`src/rtl/tbst_defs.vh`:
```
`ifndef TBST_DEFS_VH
`define TBST_DEFS_VH

// Instruction register width and opcodes
`define TBST_IR_W 4
`define TBST_OP_CLAMP 4'h0
`define TBST_OP_EXTEST 4'h1
`define TBST_OP_PULSE 4'h2
`define TBST_OP_TRAIN 4'h3
`define TBST_OP_INTEST 4'h4
`define TBST_OP_SAMPLE 4'h5
`define TBST_OP_HIGHZ 4'h6
`define TBST_OP_INSTR 4'h7
`define TBST_OP_IDCODE 4'h8

// Value loaded at reset and at capture of the instruction register
`define TBST_IR_RESET 4'h8
`define TBST_IR_CAPTURE 4'h1

// Identification register width and default (arbitrary value)
`define TBST_ID_W 32
`define TBST_ID_DEFAULT 32'h0ABC0001

// Boundary cells per digital pin: input, output, enable
`define TBST_CELLS_PER_PIN 3
`define TBST_CELL_IN 0
`define TBST_CELL_OUT 1
`define TBST_CELL_OE 2

`endif

```
`src/rtl/tbst_tap.v`:
```
`timescale 1ns/1ps
`include "tbst_defs.vh"

module tbst_tap #(
  parameter NPIN = 8,                    // Digital pins with boundary cells
  parameter IJW = 8,                     // Instrument chain length
  parameter [31:0] IDCODE = `TBST_ID_DEFAULT // Arbitrary identity value
) (
  input wire i_mclk,                     // Block clock, 10 MHz
  input wire i_srst,                     // Synchronous reset, active high
  input wire i_scan_port_select_pin,     // Test-select pin, async
  input wire i_pin_tck,                  // Test clock pin, async
  input wire i_pin_tms,                  // Mode select pin, async
  input wire i_pin_tdi,                  // Test data in pin, async
  output wire o_pin_tdo,                 // Test data out pin level
  output wire o_pin_tdo_oe,              // Test data out pin enable
  input wire i_gpio_tdo_out,             // GPIO drive for the data-out pin
  input wire i_gpio_tdo_oe,              // GPIO enable for the data-out pin
  output wire [2:0] o_gpio_in,           // Shared pin levels for GPIO use
  input wire [NPIN-1:0] i_core_out,      // Core output data per pin
  input wire [NPIN-1:0] i_core_oe,       // Core output enable per pin
  input wire [NPIN-1:0] i_pad_in,        // Pad input levels, async
  output wire [NPIN-1:0] o_pad_out,      // Pad output data
  output wire [NPIN-1:0] o_pad_oe,       // Pad output enable
  output wire [NPIN-1:0] o_core_in,      // Pad input as seen by core
  output reg [IJW-1:0] o_instr_data_q    // Instrument chain update value
);

  ////////////////////////////////////////////////////////////////////////
  // TAP states, binary coded
  localparam [3:0] S_TLR = 4'h0;
  localparam [3:0] S_RTI = 4'h1;
  localparam [3:0] S_SELDR = 4'h2;
  localparam [3:0] S_CAPDR = 4'h3;
  localparam [3:0] S_SHDR = 4'h4;
  localparam [3:0] S_EX1DR = 4'h5;
  localparam [3:0] S_PADR = 4'h6;
  localparam [3:0] S_EX2DR = 4'h7;
  localparam [3:0] S_UPDR = 4'h8;
  localparam [3:0] S_SELIR = 4'h9;
  localparam [3:0] S_CAPIR = 4'hA;
  localparam [3:0] S_SHIR = 4'hB;
  localparam [3:0] S_EX1IR = 4'hC;
  localparam [3:0] S_PAIR = 4'hD;
  localparam [3:0] S_EX2IR = 4'hE;
  localparam [3:0] S_UPIR = 4'hF;

  // Boundary chain length; analog pins are never counted here
  localparam BSW = NPIN * `TBST_CELLS_PER_PIN;

  ////////////////////////////////////////////////////////////////////////
  // Pin synchronisers: two stages before anything reads the pins
  reg [3:0] sync1_q; // First stage, read only by the second
  reg [3:0] sync2_q; // Second stage
  reg tck_prev_q; // Previous synced test clock, for edge finding
  reg [NPIN-1:0] pad1_q; // First stage of pad inputs
  reg [NPIN-1:0] pad2_q; // Second stage of pad inputs

  always @(posedge i_mclk) begin
    sync1_q <= {i_scan_port_select_pin, i_pin_tck, i_pin_tms, i_pin_tdi};
    sync2_q <= sync1_q;
    pad1_q <= i_pad_in;
    pad2_q <= pad1_q;
  end

  wire sel = sync2_q[3]; // Test-select level
  wire tck = sync2_q[2]; // Test clock level
  wire tms = sync2_q[1]; // Mode select level
  wire tdi = sync2_q[0]; // Data in level

  // Edges of the test clock, each a one-cycle pulse
  wire tck_rise = sel & tck & ~tck_prev_q;
  wire tck_fall = sel & ~tck & tck_prev_q;

  always @(posedge i_mclk) begin
    if (i_srst) begin
      tck_prev_q <= 1'b0;
    end else begin
      tck_prev_q <= tck;
    end
  end

  ////////////////////////////////////////////////////////////////////////
  // Instruction decode helpers, each used in one place
  function is_bsr;
    input [3:0] op;
    begin
      is_bsr = (op == `TBST_OP_EXTEST) || (op == `TBST_OP_PULSE) ||
               (op == `TBST_OP_TRAIN) || (op == `TBST_OP_INTEST) ||
               (op == `TBST_OP_SAMPLE);
    end
  endfunction

  function is_ext;
    input [3:0] op;
    begin
      // Instructions that put update cells onto the pads
      is_ext = (op <= `TBST_OP_TRAIN);
    end
  endfunction

  ////////////////////////////////////////////////////////////////////////
  // TAP state machine, steps on each test-clock rise
  reg [3:0] state_q; // Current TAP state
  reg [3:0] state_d; // Next TAP state

  always @* begin
    case (state_q)
      S_TLR: state_d = tms ? S_TLR : S_RTI;
      S_RTI: state_d = tms ? S_SELDR : S_RTI;
      S_SELDR: state_d = tms ? S_SELIR : S_CAPDR;
      S_CAPDR: state_d = tms ? S_EX1DR : S_SHDR;
      S_SHDR: state_d = tms ? S_EX1DR : S_SHDR;
      S_EX1DR: state_d = tms ? S_UPDR : S_PADR;
      S_PADR: state_d = tms ? S_EX2DR : S_PADR;
      S_EX2DR: state_d = tms ? S_UPDR : S_SHDR;
      S_UPDR: state_d = tms ? S_SELDR : S_RTI;
      S_SELIR: state_d = tms ? S_TLR : S_CAPIR;
      S_CAPIR: state_d = tms ? S_EX1IR : S_SHIR;
      S_SHIR: state_d = tms ? S_EX1IR : S_SHIR;
      S_EX1IR: state_d = tms ? S_UPIR : S_PAIR;
      S_PAIR: state_d = tms ? S_EX2IR : S_PAIR;
      S_EX2IR: state_d = tms ? S_UPIR : S_SHIR;
      S_UPIR: state_d = tms ? S_SELDR : S_RTI;
      default: state_d = S_TLR;
    endcase
  end

  ////////////////////////////////////////////////////////////////////////
  // Shift registers, all captured and shifted on test-clock rise
  reg [3:0] ir_sh_q; // Instruction shift stage
  reg [3:0] ir_q; // Active instruction
  reg byp_q; // Single-stage bypass
  reg [31:0] id_sh_q; // Identification shift stage
  reg [BSW-1:0] bs_sh_q; // Boundary shift stage
  reg [BSW-1:0] bs_up_q; // Boundary update stage
  reg [IJW-1:0] ij_sh_q; // Instrument shift stage
  reg tdo_q; // Data-out level, changes on fall
  reg tdo_oe_q; // Data-out enable, high while shifting
  reg rti_tog_q; // Toggles each rise in idle, for pulse tests

  // Capture image of the pins, three cells per digital pin
  wire [BSW-1:0] bs_cap;
  genvar g;
  generate
    for (g = 0; g < NPIN; g = g + 1) begin : g_cell
      assign bs_cap[g*3+`TBST_CELL_IN] = pad2_q[g];
      assign bs_cap[g*3+`TBST_CELL_OUT] = i_core_out[g];
      assign bs_cap[g*3+`TBST_CELL_OE] = i_core_oe[g];
    end
  endgenerate

  wire sel_bsr = is_bsr(ir_q);
  wire sel_id = (ir_q == `TBST_OP_IDCODE);
  wire sel_ij = (ir_q == `TBST_OP_INSTR);
  // Every other opcode, 1001-1111 included, falls to bypass
  wire sel_byp = ~sel_bsr & ~sel_id & ~sel_ij;

  // Leaving test mode parks the TAP in reset so re-entry starts clean
  always @(posedge i_mclk) begin
    if (i_srst || !sel) begin
      state_q <= S_TLR;
      ir_q <= `TBST_IR_RESET;
      ir_sh_q <= `TBST_IR_RESET;
      byp_q <= 1'b0;
      id_sh_q <= 32'h00000000;
      bs_sh_q <= {BSW{1'b0}};
      ij_sh_q <= {IJW{1'b0}};
      rti_tog_q <= 1'b0;
    end else if (tck_rise) begin
      state_q <= state_d;
      rti_tog_q <= (state_q == S_RTI) ? ~rti_tog_q : 1'b0;
      case (state_q)
        S_TLR: begin
          ir_q <= `TBST_IR_RESET;
        end
        S_CAPIR: begin
          ir_sh_q <= `TBST_IR_CAPTURE;
        end
        S_SHIR: begin
          ir_sh_q <= {tdi, ir_sh_q[3:1]};
        end
        S_CAPDR: begin
          byp_q <= 1'b0;
          id_sh_q <= {IDCODE[31:1], 1'b1};
          if (sel_bsr) begin
            bs_sh_q <= bs_cap;
          end
          if (sel_ij) begin
            ij_sh_q <= o_instr_data_q;
          end
        end
        S_SHDR: begin
          byp_q <= tdi;
          id_sh_q <= {tdi, id_sh_q[31:1]};
          if (sel_bsr) begin
            bs_sh_q <= {tdi, bs_sh_q[BSW-1:1]};
          end
          if (sel_ij) begin
            ij_sh_q <= {tdi, ij_sh_q[IJW-1:1]};
          end
        end
        default: begin
          // Other states hold the shift stages
        end
      endcase
    end else if (tck_fall && state_q == S_UPIR) begin
      // Instruction takes effect mid-cycle of update, per usual TAP
      ir_q <= ir_sh_q;
    end
  end

  ////////////////////////////////////////////////////////////////////////
  // Update stages and data-out, all changed on test-clock fall
  always @(posedge i_mclk) begin
    if (i_srst || !sel) begin
      bs_up_q <= {BSW{1'b0}};
      o_instr_data_q <= {IJW{1'b0}};
      tdo_q <= 1'b0;
      tdo_oe_q <= 1'b0;
    end else if (tck_fall) begin
      if (state_q == S_UPDR && sel_bsr && ir_q != `TBST_OP_INTEST) begin
        bs_up_q <= bs_sh_q;
      end else if (state_q == S_UPDR && ir_q == `TBST_OP_INTEST) begin
        bs_up_q <= bs_sh_q;
      end
      if (state_q == S_UPDR && sel_ij) begin
        o_instr_data_q <= ij_sh_q;
      end
      tdo_oe_q <= (state_q == S_SHDR) || (state_q == S_SHIR);
      if (state_q == S_SHIR) begin
        tdo_q <= ir_sh_q[0];
      end else if (state_q == S_SHDR) begin
        if (sel_id) begin
          tdo_q <= id_sh_q[0];
        end else if (sel_bsr) begin
          tdo_q <= bs_sh_q[0];
        end else if (sel_ij) begin
          tdo_q <= ij_sh_q[0];
        end else begin
          tdo_q <= byp_q;
        end
      end
    end
  end

  ////////////////////////////////////////////////////////////////////////
  // Pin routing: test logic owns the pads only while selected
  wire ext_mode = sel & is_ext(ir_q) & (ir_q != `TBST_OP_CLAMP);
  wire clamp_mode = sel & (ir_q == `TBST_OP_CLAMP);
  wire hiz_mode = sel & (ir_q == `TBST_OP_HIGHZ);
  wire intest_mode = sel & (ir_q == `TBST_OP_INTEST);
  // Pulse variants invert outputs in idle; train toggles each rise
  wire pulse_inv = sel & (state_q == S_RTI) &
    (((ir_q == `TBST_OP_PULSE)) | ((ir_q == `TBST_OP_TRAIN) & rti_tog_q));

  generate
    for (g = 0; g < NPIN; g = g + 1) begin : g_pad
      wire up_out = bs_up_q[g*3+`TBST_CELL_OUT];
      wire up_oe = bs_up_q[g*3+`TBST_CELL_OE];
      assign o_pad_out[g] = (ext_mode | clamp_mode) ?
        (up_out ^ pulse_inv) : i_core_out[g];
      assign o_pad_oe[g] = hiz_mode ? 1'b0 :
        (ext_mode | clamp_mode) ? up_oe : i_core_oe[g];
      assign o_core_in[g] = intest_mode ?
        bs_up_q[g*3+`TBST_CELL_IN] : pad2_q[g];
    end
  endgenerate

  // Shared port pins: GPIO use unless the test-select pin is high
  assign o_pin_tdo = sel ? tdo_q : i_gpio_tdo_out;
  assign o_pin_tdo_oe = sel ? tdo_oe_q : i_gpio_tdo_oe;
  assign o_gpio_in = sel ? 3'h0 : {tck, tms, tdi};

endmodule // tbst_tap

```
`config.mk`:
```
export PLATFORM = sky130hd
export DESIGN_NAME = tbst_tap
export DESIGN_NICKNAME = d
export VERILOG_FILES = /design/src/rtl/tbst_tap.v
export VERILOG_INCLUDE_DIRS = /design/src /design/src/rtl
export SDC_FILE = /design/constraint.sdc
export NUM_CORES = 1
export LEC_CHECK = 0
export BUFFER_PORTS_ARGS = -buffer_cell sky130_fd_sc_hd__buf_2
export CAP_MARGIN = 10
export CORE_MARGIN = 2
export CORE_UTILIZATION = 55
export DETAILED_ROUTE_END_ITERATION = 8
export GPL_TIMING_DRIVEN = 0
export PLACE_DENSITY = 0.82
export SYNTH_ARGS = -nofsm -noshare
export SYNTH_HDL_FRONTEND = slang
export SYNTH_SLANG_ARGS = --single-unit
```
`constraint.sdc`:
```
create_clock -name i_mclk -period 2.6 [get_ports i_mclk]
set_clock_uncertainty 0.2 [all_clocks]
set_input_delay 0.52 -clock i_mclk [delete_from_list [all_inputs] [get_ports i_mclk]]
set_output_delay 0.52 -clock i_mclk [all_outputs]
set_load 0.005 [all_outputs]
```
==> results_dict.tcl <==
set metrics [dict create \
    crit_buf_inv 1 \
    synth_top_area_share_pct 49.13 \
    leakagePower_nw 2.897 \
    placementRows 36 \
    vias 5135 \
    synth_compound_area_share_pct 17.59 \
    grt_first_pass_wirelength_mm 23.80 \
    relSlewSlack_pct 55.83 \
    cts_tree "yes" \
    fin_crit_ns 2.825 \
    grt_pass1_vias 4910 \
    insertion_delay_ns 0.53 \
    syn_avg_cell_area_um2 9.144 \
    numCtsBuffers 17 \
    slowest_stage "dfxtp_4" \
    synth_area_leader_cell "dfxtp_1" \
    coreArea_um2 9774 \
    cts_buffer_depth 2 \
    synth-xor-area-share_pct 0 \
    rsz0062_at_grt "yes" \
    drt-initial-drc-count 448 \
    ys_types 55 \
    via_per_inst 5.964 \
    clock_sinks 136 \
    antenna_found_initial 0 \
    final_cell_mix "dfxtp_1, nor2_1, nand2_1, buf_2" \
    finalCritPeriodShare_pct 108.6 \
    setup_violations 16 \
    violations "setup timing" \
    grt_max_degree 17 \
    detail_route.first_pass.iterations 6 \
    chipHeight_um 104.4 \
    clk_pin_slew_ns 0.06 \
    io_buffers 68 \
    crit_path_end_kind "output pin" \
    nFillCells 669 \
    io_pins 69 \
    cpPeakStageDelay_ns 0.36 \
    ys_warn_count 0 \
    routedWlPerCell_um 17.64 \
    instances_no_fill 861 \
    drv_slew 0 \
    cp_data_required_time_ns 1.88 \
    start_util_pct 56.69 \
    gp_congestion 0.9222 \
    hold_viol 0 \
    track_usage_pct 27.28 \
    synth_edf_count 0 \
    post-place-cells 808 \
    multiInputGateArea_um2 2654 \
    power_mw 5.122 \
    outcome "finished with violations" \
    timing.rr.start "state_q[1]$_SDFFE_PP0P_" \
    synth.area.top_cells "dfxtp_1, nor2_1, nand2_1, mux2i_1, a311oi_1" \
    layout-drive-gt1-share_pct 25.00 \
    final_common_cell "dfxtp_1" \
    critPathLaunch "state_q[2]$_SDFFE_PP0P_" \
    hold_path.class "in -> reg" \
    synth_top_family_by_area "simple AND/OR/NAND/NOR gates" \
    ir_drop_mv 0.5078 \
    final_nets 747 \
    clock-root-buffer "clkbuf_8" \
    ys_seq_elements 136 \
    critPathCapture "o_pad_out[7]" \
    r2r_slack_ns 0.15 \
    crit_chain "nor4b_4 -> o2111ai_4 -> and2_4 -> a221o_1 -> buf_2" \
    dieArea_um2 10890 \
    cp.depth 5 \
    worst_slack_ns -0.2245 \
    worstPathArrival_ns 2.10 \
    max_cap_violations 0 \
    seqCellArea_um2 2746 \
    critical_path_class "reg -> out" \
    syn_nets 638 \
    drtAntennaViolNets 0 \
    overflow 0 \
    routed_wl_mm 15.19 \
    die_x_um 104.4 \
    critPathLaunchType "flip-flop" \
    n_antenna_cell 0 \
    worstMarginPinSlew_ns 0.6575 \
    synthesis.area_um2 5542 \
    cp_top_family "simple AND/OR/NAND/NOR gates" \
    areaGrowthSynthToFinish_pct 29.40 \
    async_flop_share_pct 0 \
    synth_flop_cell "dfxtp_1" \
    seq_area_frac_synth_pct 49.13 \
    hpwl_mm 9.396 \
    drc 0 \
    netlist_instances 606 \
    synth_adder_area_share_pct 0.1806 \
    htree_levels 4 \
    max_clock_freq_mhz 354.0 \
    powerDensity_nw_per_um2 714.3 \
    synth-simple-area-share_pct 20.57 \
    crit_path_max_fanout 8 \
    synthMuxAreaShare_pct 7.812 \
    worstRegToRegCells 6 \
    r2r-end "bs_sh_q[17]$_SDFFE_PP0P_" \
]
-- cells by family (layout without fill, tap and decap cells) --
family / count (synthesis) / after routing
and+or+nand+nor: 249 / 249
DFF: 136 / 136
buffers and inverters: 54 / 176
AOI/OAI and AO/OA: 124 / 124
muxes: 42 / 42
adders and majority gates: 1 / 1
-- flip-flops by register name, indices dropped and copies added, names as in the netlist --
register	count
id_sh_q	31
bs_sh_q	24
bs_up_q	24
ij_sh_q	8
o_instr_data_q	8
pad1_q	8
pad2_q	8
ir_q	4
ir_sh_q	4
state_q	4
sync1_q	4
sync2_q	4
byp_q	1
rti_tog_q	1
tck_prev_q	1
tdo_oe_q	1
tdo_q	1
-- tightest hold or removal path, delay by kind of cell --
kind                   cells  cell delay, ns
buffers and inverters      1            0.11
AO/OA/AOI/OAI              1            0.08
AND/OR/NAND/NOR            1            0.05
-- routing by layer --
layer	vias up	global-route usage, %	routed length [µm]
met1	2458	34.05	6187
li1	2380	-	-
met3	41	7.206	1180
met4	0	11.00	428
met5	-	0	0
met2	256	44.82	7394
-- worst min path at each step --
stage	start	endpoint	slack, ns	cells after the start
2_1_floorplan	pad1_q[0]$_DFF_P_	pad2_q[0]$_DFF_P_	0.11	0
3_3_place_gp	pad1_q[5]$_DFF_P_	pad2_q[5]$_DFF_P_	0.11	0
4_1_cts	i_core_out[4]	bs_sh_q[13]$_SDFFE_PP0P_	0.05	3
3_5_place_dp	pad1_q[4]$_DFF_P_	pad2_q[4]$_DFF_P_	0.11	0
5_1_grt	i_core_out[7]	bs_sh_q[22]$_SDFFE_PP0P_	0.06	3
6_report	i_core_oe[3]	bs_sh_q[11]$_SDFFE_PP0P_	0.08	3
-- where the power goes --
part           switching [mW]  internal [mW]  total (mW)
sequential             0.0132           2.10        2.11
combinational          0.0976         0.0885       0.186
clock                   0.898           1.92        2.82
total                    1.01           4.11        5.12
-- cells in the mapped netlist, drive strengths merged, types with 2 or more instances --
cell	number
a2111oi	2
a211oi	2
a21o	2
a21oi	21
a221o	9
a22oi	29
a311oi	32
and2	4
and3b	2
buf	14
clkbuf	37
dfxtp	136
inv	3
mux2	10
mux2i	32
nand2	90
nand2b	2
nand3	2
nand3b	6
nor2	109
nor2b	9
nor3	4
nor3b	2
nor4b	5
o2111ai	2
o21ai	9
o221a	8
o22ai	2
or3	3
or3b	3
or4b	2
-- what timing repair did --
action                     CTS  global route
buffers inserted            11             7
gates resized for setup     28            34
hold buffers                13             0
pin swaps                   10            10
cloned                       0             0
hold endpoints to repair    13             0
setup endpoints to repair   32            64
-- through the flow --
| step | cell area (µm²) | setup slack (ns) | TNS (ns) | utilization (%) | hold slack, ns |
|---|---|---|---|---|---|
| 2_1_floorplan | 5542 | 0.1082 | 0 | - | 0.1096 |
| 3_3_place_gp | 6048 | -0.7972 | -11.66 | 61.88 | 0.1105 |
| 3_5_place_dp | 6062 | -0.6207 | -7.720 | 62.02 | 0.1128 |
| 4_1_cts | 7049 | -0.2644 | -2.090 | 72.12 | 0.04607 |
| 5_1_grt | 7171 | -0.2866 | -2.872 | 73.36 | 0.05869 |
| 6_report | 7171 | -0.2245 | -1.915 | 73.36 | 0.07663 |
-- final cells by class --
class	count	share of cell area, %
Sequential cell	136	38.30
Multi-Input combinational cell	416	37.01
Buffer	41	3.141
Clock buffer	20	6.351
Tap cell	133	2.321
Inverter	3	0.1570
Timing Repair Buffer	100	9.318
Clock inverter	12	3.403
Note: power is estimated with default switching activity, not from simulation.
